[config.mk]
export PLATFORM = sky130hd
export DESIGN_NAME = mcu_reset_sequencer
export DESIGN_NICKNAME = d
export VERILOG_FILES = /design/src/logic/mcu_reset_sequencer_pkg.sv /design/src/logic/qual_counter.sv /design/src/logic/mcu_reset_sequencer.sv
export SDC_FILE = /design/constraint.sdc
export NUM_CORES = 1
export LEC_CHECK = 0
export ABC_AREA = 1
export BUFFER_PORTS_ARGS = -buffer_cell sky130_fd_sc_hd__buf_4
export CAP_MARGIN = 20
export CORE_MARGIN = 2
export CORE_UTILIZATION = 55
export CTS_CLUSTER_SIZE = 16
export DETAILED_ROUTE_END_ITERATION = 7
export HOLD_SLACK_MARGIN = 0.03
export PLACE_DENSITY = 0.8
export SYNTH_ARGS = -nofsm -noshare
export SYNTH_HDL_FRONTEND = slang
export SYNTH_SLANG_ARGS = --single-unit
[constraint.sdc]
create_clock -name sys_clk -period 3.73 [get_ports sys_clk]
set_input_delay 0.373 -clock sys_clk [delete_from_list [all_inputs] [get_ports sys_clk]]
set_output_delay 0.373 -clock sys_clk [all_outputs]
set_load 0.03 [all_outputs]
[src/logic/mcu_reset_sequencer_pkg.sv]
// constants and types shared by the reset sequencer
package mcu_reset_sequencer_pkg;
   localparam int CLK_HZ = 50000000;
   localparam int GUARD_QUAL_MS = 1;
   localparam int GUARD_QUAL_CYC = (CLK_HZ / 1000) * GUARD_QUAL_MS;
   localparam int STARTUP_CYC = 1024;
   localparam int TIMER_W = 16;
   localparam int PC_W = 14;
   localparam int SP_W = 4;
   localparam int PORT_W = 8;
   localparam int NUM_PORTS = 4;
   localparam logic [PC_W-1:0] PC_RESET = 14'h0000;
   localparam logic [SP_W-1:0] SP_ZERO = 4'h0;
   localparam logic [SP_W-1:0] SP_TOP = 4'hB;
   localparam logic [PORT_W-1:0] PORT_ALL_ONES = 8'hFF;
   localparam logic [TIMER_W-1:0] TIMER_ZERO = 16'h0000;
   localparam logic [TIMER_W-1:0] TIMER_ONE = 16'h0001;

   typedef enum logic [2:0] {
      ST_HOLD = 3'b001,
      ST_STARTUP = 3'b010,
      ST_RUN = 3'b100
   } seq_state_t;
endpackage

[src/logic/qual_counter.sv]
// saturating qualification counter: flags when a level has held for more than LIMIT cycles
`timescale 1ns/1ps
module qual_counter #(
   parameter int LIMIT = 50000,
   parameter int W = 16
) (
   // clock and reset
   input wire logic sys_clk,
   input wire logic rst_b,
   // level being qualified
   input wire logic level,
   // high once level has lasted beyond LIMIT cycles
   output logic expired
);
   typedef struct packed {
      logic [W-1:0] cnt;
      logic expired;
   } qual_state_t;
   localparam logic [W-1:0] LIMIT_W = W'(LIMIT);
   localparam logic [W-1:0] ONE_W = W'(1);
   qual_state_t s_q, s_d;
   always_comb begin
      s_d = s_q;
      if (!level) begin
         s_d.cnt = '0;
         s_d.expired = 1'b0;
      end else if (s_q.cnt < LIMIT_W) begin
         s_d.cnt = s_q.cnt + ONE_W;
      end else begin
         s_d.expired = 1'b1;
      end
   end
   always_ff @(posedge sys_clk) begin
      if (!rst_b) begin
         s_q <= '0;
      end else begin
         s_q <= s_d;
      end
   end
   assign expired = s_q.expired;
endmodule

[src/logic/mcu_reset_sequencer.sv]
// chip reset sequencer: combines reset sources, start-up delay, flags and init values
// Function
// RL1 - power-on reset clears program counter to zero
// RL2 - power-on loads all port data and direction registers with ones
// RL3 - after pin release, wait start-up delay before normal operation
// RL4 - pin pulled low while running does normal reset, resumes when high
// RL5 - supply-drop reset only after low lasts beyond 1ms qualification
// RL6 - supply-drop guard enabled by option, threshold paired with warning level
// RL7 - watchdog expiry when running resets like pin, sets expiry flag
// RL8 - watchdog expiry in power-down clears only PC and SP, sets flag
// RL9 - flags: power-on clears both, pin/drop keep, watchdog sets accordingly
// RL10 - power-on disables interrupts, stops timers, clears prescaler, SP to top
// RL11 - all sources merged into one reset released synchronously after start-up
`timescale 1ns/1ps
module mcu_reset_sequencer #(
   parameter int STARTUP_CYCLES = mcu_reset_sequencer_pkg::STARTUP_CYC,
   parameter int GUARD_QUAL_CYCLES = mcu_reset_sequencer_pkg::GUARD_QUAL_CYC
) (
   // clock and power-on reset
   input wire logic sys_clk,
   input wire logic rst_b,
   // asynchronous sources
   input wire logic externalInitPin_b,
   input wire logic supplyLow,
   input wire logic watchdogTimeout,
   input wire logic cpuPoweredDown,
   // configuration options
   input wire logic supplyDropGuardEn,
   input wire logic [1:0] thresholdPairSel,
   // chip reset and per-block init controls
   output logic chipReset,
   output logic pcClear,
   output logic spClear,
   output logic [mcu_reset_sequencer_pkg::SP_W-1:0] spValue,
   output logic portInit,
   output logic [mcu_reset_sequencer_pkg::PORT_W*mcu_reset_sequencer_pkg::NUM_PORTS-1:0]
      portInitValue,
   output logic peripheralInit,
   // flags and thresholds
   output logic watchdogExpiryFlag,
   output logic powerdownFlag,
   output logic [1:0] guardThresholdSel,
   output logic [1:0] warnThresholdSel
);
   localparam int TW = mcu_reset_sequencer_pkg::TIMER_W;
   localparam logic [TW-1:0] START_LIMIT = TW'(STARTUP_CYCLES);

   typedef struct packed {
      logic [1:0] pinSync;
      logic [1:0] lowSync;
      logic [1:0] wdSync;
      logic [1:0] pdSync;
      logic wdPrev;
      mcu_reset_sequencer_pkg::seq_state_t st;
      logic [TW-1:0] timer;
      logic chipReset;
      logic pcClear;
      logic spClear;
      logic [mcu_reset_sequencer_pkg::SP_W-1:0] spValue;
      logic portInit;
      logic peripheralInit;
      logic wdFlag;
      logic pdFlag;
      logic [1:0] guardSel;
      logic [1:0] warnSel;
   } seq_reg_t;

   seq_reg_t s_q, s_d;
   logic guardTrip;
   logic pinLow;
   logic wdEvent;

   // supply-drop qualification; short dips never reach LIMIT
   qual_counter #(.LIMIT(GUARD_QUAL_CYCLES), .W(TW)) u_guard (
      .sys_clk(sys_clk),
      .rst_b(rst_b),
      .level(s_q.lowSync[1] & supplyDropGuardEn), // see RL5 see RL6
      .expired(guardTrip)
   );

   always_comb begin
      s_d = s_q;
      // two-stage synchronisers; bit 0 feeds only bit 1
      s_d.pinSync = {s_q.pinSync[0], externalInitPin_b};
      s_d.lowSync = {s_q.lowSync[0], supplyLow};
      s_d.wdSync = {s_q.wdSync[0], watchdogTimeout};
      s_d.pdSync = {s_q.pdSync[0], cpuPoweredDown};
      s_d.wdPrev = s_q.wdSync[1];
      pinLow = ~s_q.pinSync[1];
      wdEvent = s_q.wdSync[1] & ~s_q.wdPrev;
      // one-shot controls, default off
      s_d.pcClear = 1'b0;
      s_d.spClear = 1'b0;
      s_d.portInit = 1'b0;
      s_d.peripheralInit = 1'b0;
      s_d.guardSel = thresholdPairSel; // see RL6
      s_d.warnSel = thresholdPairSel; // see RL6
      unique case (s_q.st)
         mcu_reset_sequencer_pkg::ST_HOLD: begin
            s_d.chipReset = 1'b1;
            s_d.timer = mcu_reset_sequencer_pkg::TIMER_ZERO;
            if (!pinLow && !guardTrip) begin
               s_d.st = mcu_reset_sequencer_pkg::ST_STARTUP; // see RL3
            end
         end
         mcu_reset_sequencer_pkg::ST_STARTUP: begin
            s_d.chipReset = 1'b1;
            if (pinLow || guardTrip) begin
               s_d.st = mcu_reset_sequencer_pkg::ST_HOLD;
            end else if (s_q.timer >= START_LIMIT - mcu_reset_sequencer_pkg::TIMER_ONE) begin
               s_d.st = mcu_reset_sequencer_pkg::ST_RUN; // see RL11
               s_d.chipReset = 1'b0; // see RL11
            end else begin
               s_d.timer = s_q.timer + mcu_reset_sequencer_pkg::TIMER_ONE; // see RL3
            end
         end
         mcu_reset_sequencer_pkg::ST_RUN: begin
            if (pinLow || guardTrip) begin
               // normal-operation reset, flags untouched
               s_d.st = mcu_reset_sequencer_pkg::ST_HOLD; // see RL4 see RL5 see RL9
               s_d.chipReset = 1'b1;
               s_d.pcClear = 1'b1; // see RL4
               s_d.spClear = 1'b1;
               s_d.spValue = mcu_reset_sequencer_pkg::SP_TOP;
               s_d.portInit = 1'b1;
               s_d.peripheralInit = 1'b1;
            end else if (wdEvent && s_q.pdSync[1]) begin
               // wake from power-down: most state kept
               s_d.pcClear = 1'b1; // see RL8
               s_d.spClear = 1'b1; // see RL8
               s_d.spValue = mcu_reset_sequencer_pkg::SP_ZERO; // see RL8
               s_d.wdFlag = 1'b1; // see RL8 see RL9
               s_d.pdFlag = 1'b1; // see RL9
            end else if (wdEvent) begin
               s_d.st = mcu_reset_sequencer_pkg::ST_STARTUP; // see RL7
               s_d.timer = mcu_reset_sequencer_pkg::TIMER_ZERO;
               s_d.chipReset = 1'b1;
               s_d.pcClear = 1'b1;
               s_d.spClear = 1'b1;
               s_d.spValue = mcu_reset_sequencer_pkg::SP_TOP;
               s_d.portInit = 1'b1;
               s_d.peripheralInit = 1'b1;
               s_d.wdFlag = 1'b1; // see RL7 see RL9
            end
         end
      endcase
   end

   always_ff @(posedge sys_clk) begin
      if (!rst_b) begin
         // power-on: everything to its defined start state
         s_q <= '0;
         // pin reads low until synchronised, so start-up never begins on a stale level
         s_q.pinSync <= 2'b00;
         s_q.st <= mcu_reset_sequencer_pkg::ST_HOLD;
         s_q.chipReset <= 1'b1; // see RL11
         s_q.pcClear <= 1'b1; // see RL1
         s_q.spClear <= 1'b1; // see RL10
         s_q.spValue <= mcu_reset_sequencer_pkg::SP_TOP; // see RL10
         s_q.portInit <= 1'b1; // see RL2
         s_q.peripheralInit <= 1'b1; // see RL10
         s_q.wdFlag <= 1'b0; // see RL9
         s_q.pdFlag <= 1'b0; // see RL9
      end else begin
         s_q <= s_d;
      end
   end

   // per-block pulses are held through power-on so blocks see them while reset stands
   assign chipReset = s_q.chipReset;
   assign pcClear = s_q.pcClear;
   assign spClear = s_q.spClear;
   assign spValue = s_q.spValue;
   assign portInit = s_q.portInit;
   assign portInitValue =
      {mcu_reset_sequencer_pkg::NUM_PORTS{mcu_reset_sequencer_pkg::PORT_ALL_ONES}}; // see RL2
   assign peripheralInit = s_q.peripheralInit;
   assign watchdogExpiryFlag = s_q.wdFlag;
   assign powerdownFlag = s_q.pdFlag;
   assign guardThresholdSel = s_q.guardSel;
   assign warnThresholdSel = s_q.warnSel;
endmodule

==> out/metrics.yaml <==
status: "completed"
finalHoldWorstSlack_ns: 0.231
hpwlAfterDp_um: 3640
rsz0062_at_grt: "no"
die_h_um: 75
yosys_warnings: 0
synth_seq_area_share_pct: 38.3
grt_pass1_wl_um: 7990
avgSynthCellArea_um2: 6.93
overflow: 0
rows: 25
critical_path_class: "flip-flop to flip-flop"
postRouteAntennaNets: 0
ys_ff_latch: 53
cap_violations: 0
whs_path_depth: 3
fin_crit_sh_pct: 44.2
gp_congestion: 0.899
p_leak_nw: 1.31
clock.fmax_ghz: 0.606
cts_buffer_depth: 2
fp.dieW_um: 75
grt_pass1_vias: 1915
hp-class: "input pin to flip-flop"
yosysTopAreaCell: "dfxtp_1"
fin_cells: 479
synth_area_mm2: 0.00277
grt_max_degree: 20
viasPerCell: 4.70
synth_cell_types: 27
peakVddDrop_mv: 0.321
avgRoutedWirePerCell_um: 9.95
slew-limit-headroom_pct: 66.4
crit_required_ns: 3.92
postLayoutSetupSlackWorst_ns: 2.08
drtIter0Drc: 83
final_nets: 422
reg2regPathDepth: 10
setup_viol: 0
io_buffer_count: 22
postCtsSetupRepairBufs: 0
tns_ns: 0
clkTransAtPathRegs_ns: 0.10
dp_cells: 471
core-area_mm2: 0.00479
arrival_ns: 1.84
drv_slew: 0
totalWireLength_um: 4770
syn_inst: 400
cts_resized: 0
drt_pass1_iterations: 4
clock_sink_count: 53
htreeDepth: 2
hold_buffers: 0
syn2layout_area_growth_pct: 4.42
antenna_found_initial: 0
drc: 0
final_cell_area_mm2: 0.00290
cts_tree: "yes"
final_hold_viol_count: 0
startpoint_type: "flip-flop"
tightest_slew_ns: 0.501
die-area_mm2: 0.00563
crit_path_end_kind: "flip-flop"
synth.area.top_cells: "dfxtp_1, nand2_1, buf_4, inv_1, nor2_1"
cts_buffers: 5
layout-drive-gt1-share_pct: 11.7
cts-root-buf: "clkbuf_8"
power_mw: 1.09
diodes: 0
initial_core_util_pct: 57.9
placed_area_mm2: 0.00278
powerDensity_mw_per_mm2: 375
clk_latency_ns: 0.31
synth_top_cell_area_share_pct: 38.3
io_pins: 56
vias: 2250
crit_path_max_fanout: 16
post-place-ws_ns: 2.09
finalCriticalPeriod_ns: 1.65
globalRouteTotalUtil_pct: 18.5
final_util_pct: 60.5
skew_ns: 0.0126
[cell families (layout without fill, tap and decap cells)]
family                     after synthesis  count (layout)  share of synthesized area [%]
adders and majority gates                2               2                          0.902
DFF                                     53              53                           38.3
buffers and inverters                  102              83                           20.2
xor gates and xnor gates                 3               3                          0.948
and+or+nand+nor                        203             203                           32.6
other                                    2              33                          0.271
AOI/OAI and AO/OA                       35              35                           6.81
[report_power, final]
part	switching, mW	total, mW	internal, mW
clock network	0.197	0.401	0.204
registers	0.00415	0.580	0.575
logic	0.0849	0.106	0.0208
total	0.286	1.09	0.801
[cell type report]
class,count,area (um2)
Tap cell,67,83.8
Timing Repair Buffer,22,165
Fill cell,425,1890
Inverter,53,199
Clock buffer,5,68.8
Clock inverter,3,48.8
Sequential cell,53,1060
Multi-Input combinational cell,276,1270
[worst max-delay path, stage by stage, from the launching register on]
cell     delay, ns
dfxtp_1       0.43
ha_1          0.23
nand3_2       0.14
nor2_4        0.12
nand2_2       0.08
nand2_4       0.07
nand2_4       0.07
nand2_4       0.16
inv_2         0.09
nand2_1       0.08
a21oi_2       0.05
[state kept, by name, summed over array words and instances, names as in the netlist]
register and cells:
powerdownFlag 1, watchdogExpiryFlag 1, s_d 5, u_guard.expired 1
pcClear 1, portInit 1, u_guard.s_q 16, spValue 1
s_q 23, chipReset 1, warnThresholdSel 2
[cells in the final DEF, fill, tap and decap left out]
cell type,instances
inv_2,1
a21oi_1,17
buf_4,22
xor2_1,3
clkbuf_8,5
clkinv_1,2
nand3_2,1
ha_1,2
or2_2,2
nand2_4,3
nor2_1,47
a31oi_1,1
o21ai_0,13
nor3_1,11
nand2_2,7
conb_1,33
nor3b_1,1
dfxtp_1,53
o21bai_1,2
nand3_1,35
a21oi_2,2
nand2_1,88
bufinv_16,1
nand4_1,6
inv_8,1
clkinvlp_4,1
nor2_4,2
inv_1,50
[cells in the mapped netlist]
cell type	count
buf_4	43
buf_8	1
buf_2	3
conb_1	2
a31oi_1	1
clkinv_1	2
nand3_1	35
nor3b_1	1
nor2_1	47
nand2_4	3
or2_2	2
nor3_1	11
buf_1	2
nor2_4	2
nand3_2	1
a21oi_1	17
nand2_1	88
inv_1	50
xor2_1	3
nand4_1	6
inv_2	1
a21oi_2	2
o21bai_1	2
ha_1	2
o21ai_0	13
nand2_2	7
dfxtp_1	53
[final timing paths]
check	startpoint	endpoint	slack, ns
max	s_q[15]	s_q[22]	2.08
min	watchdogTimeout	s_d[38]	0.23
max reg2reg	s_q[15]	s_q[22]	2.08
min reg2reg	s_d[40]	s_q[40]	0.42
[routing by layer]
layer / wire, um / part of all wire [%] / global-route usage, %
met3: 198 / 4.2 / 5.49
met4: 59 / 1.2 / 7.34
met5: 0 / 0 / 0
met2: 2380 / 50 / 31.2
met1: 2130 / 45 / 22.1
Power figures use the tool's default switching activity.
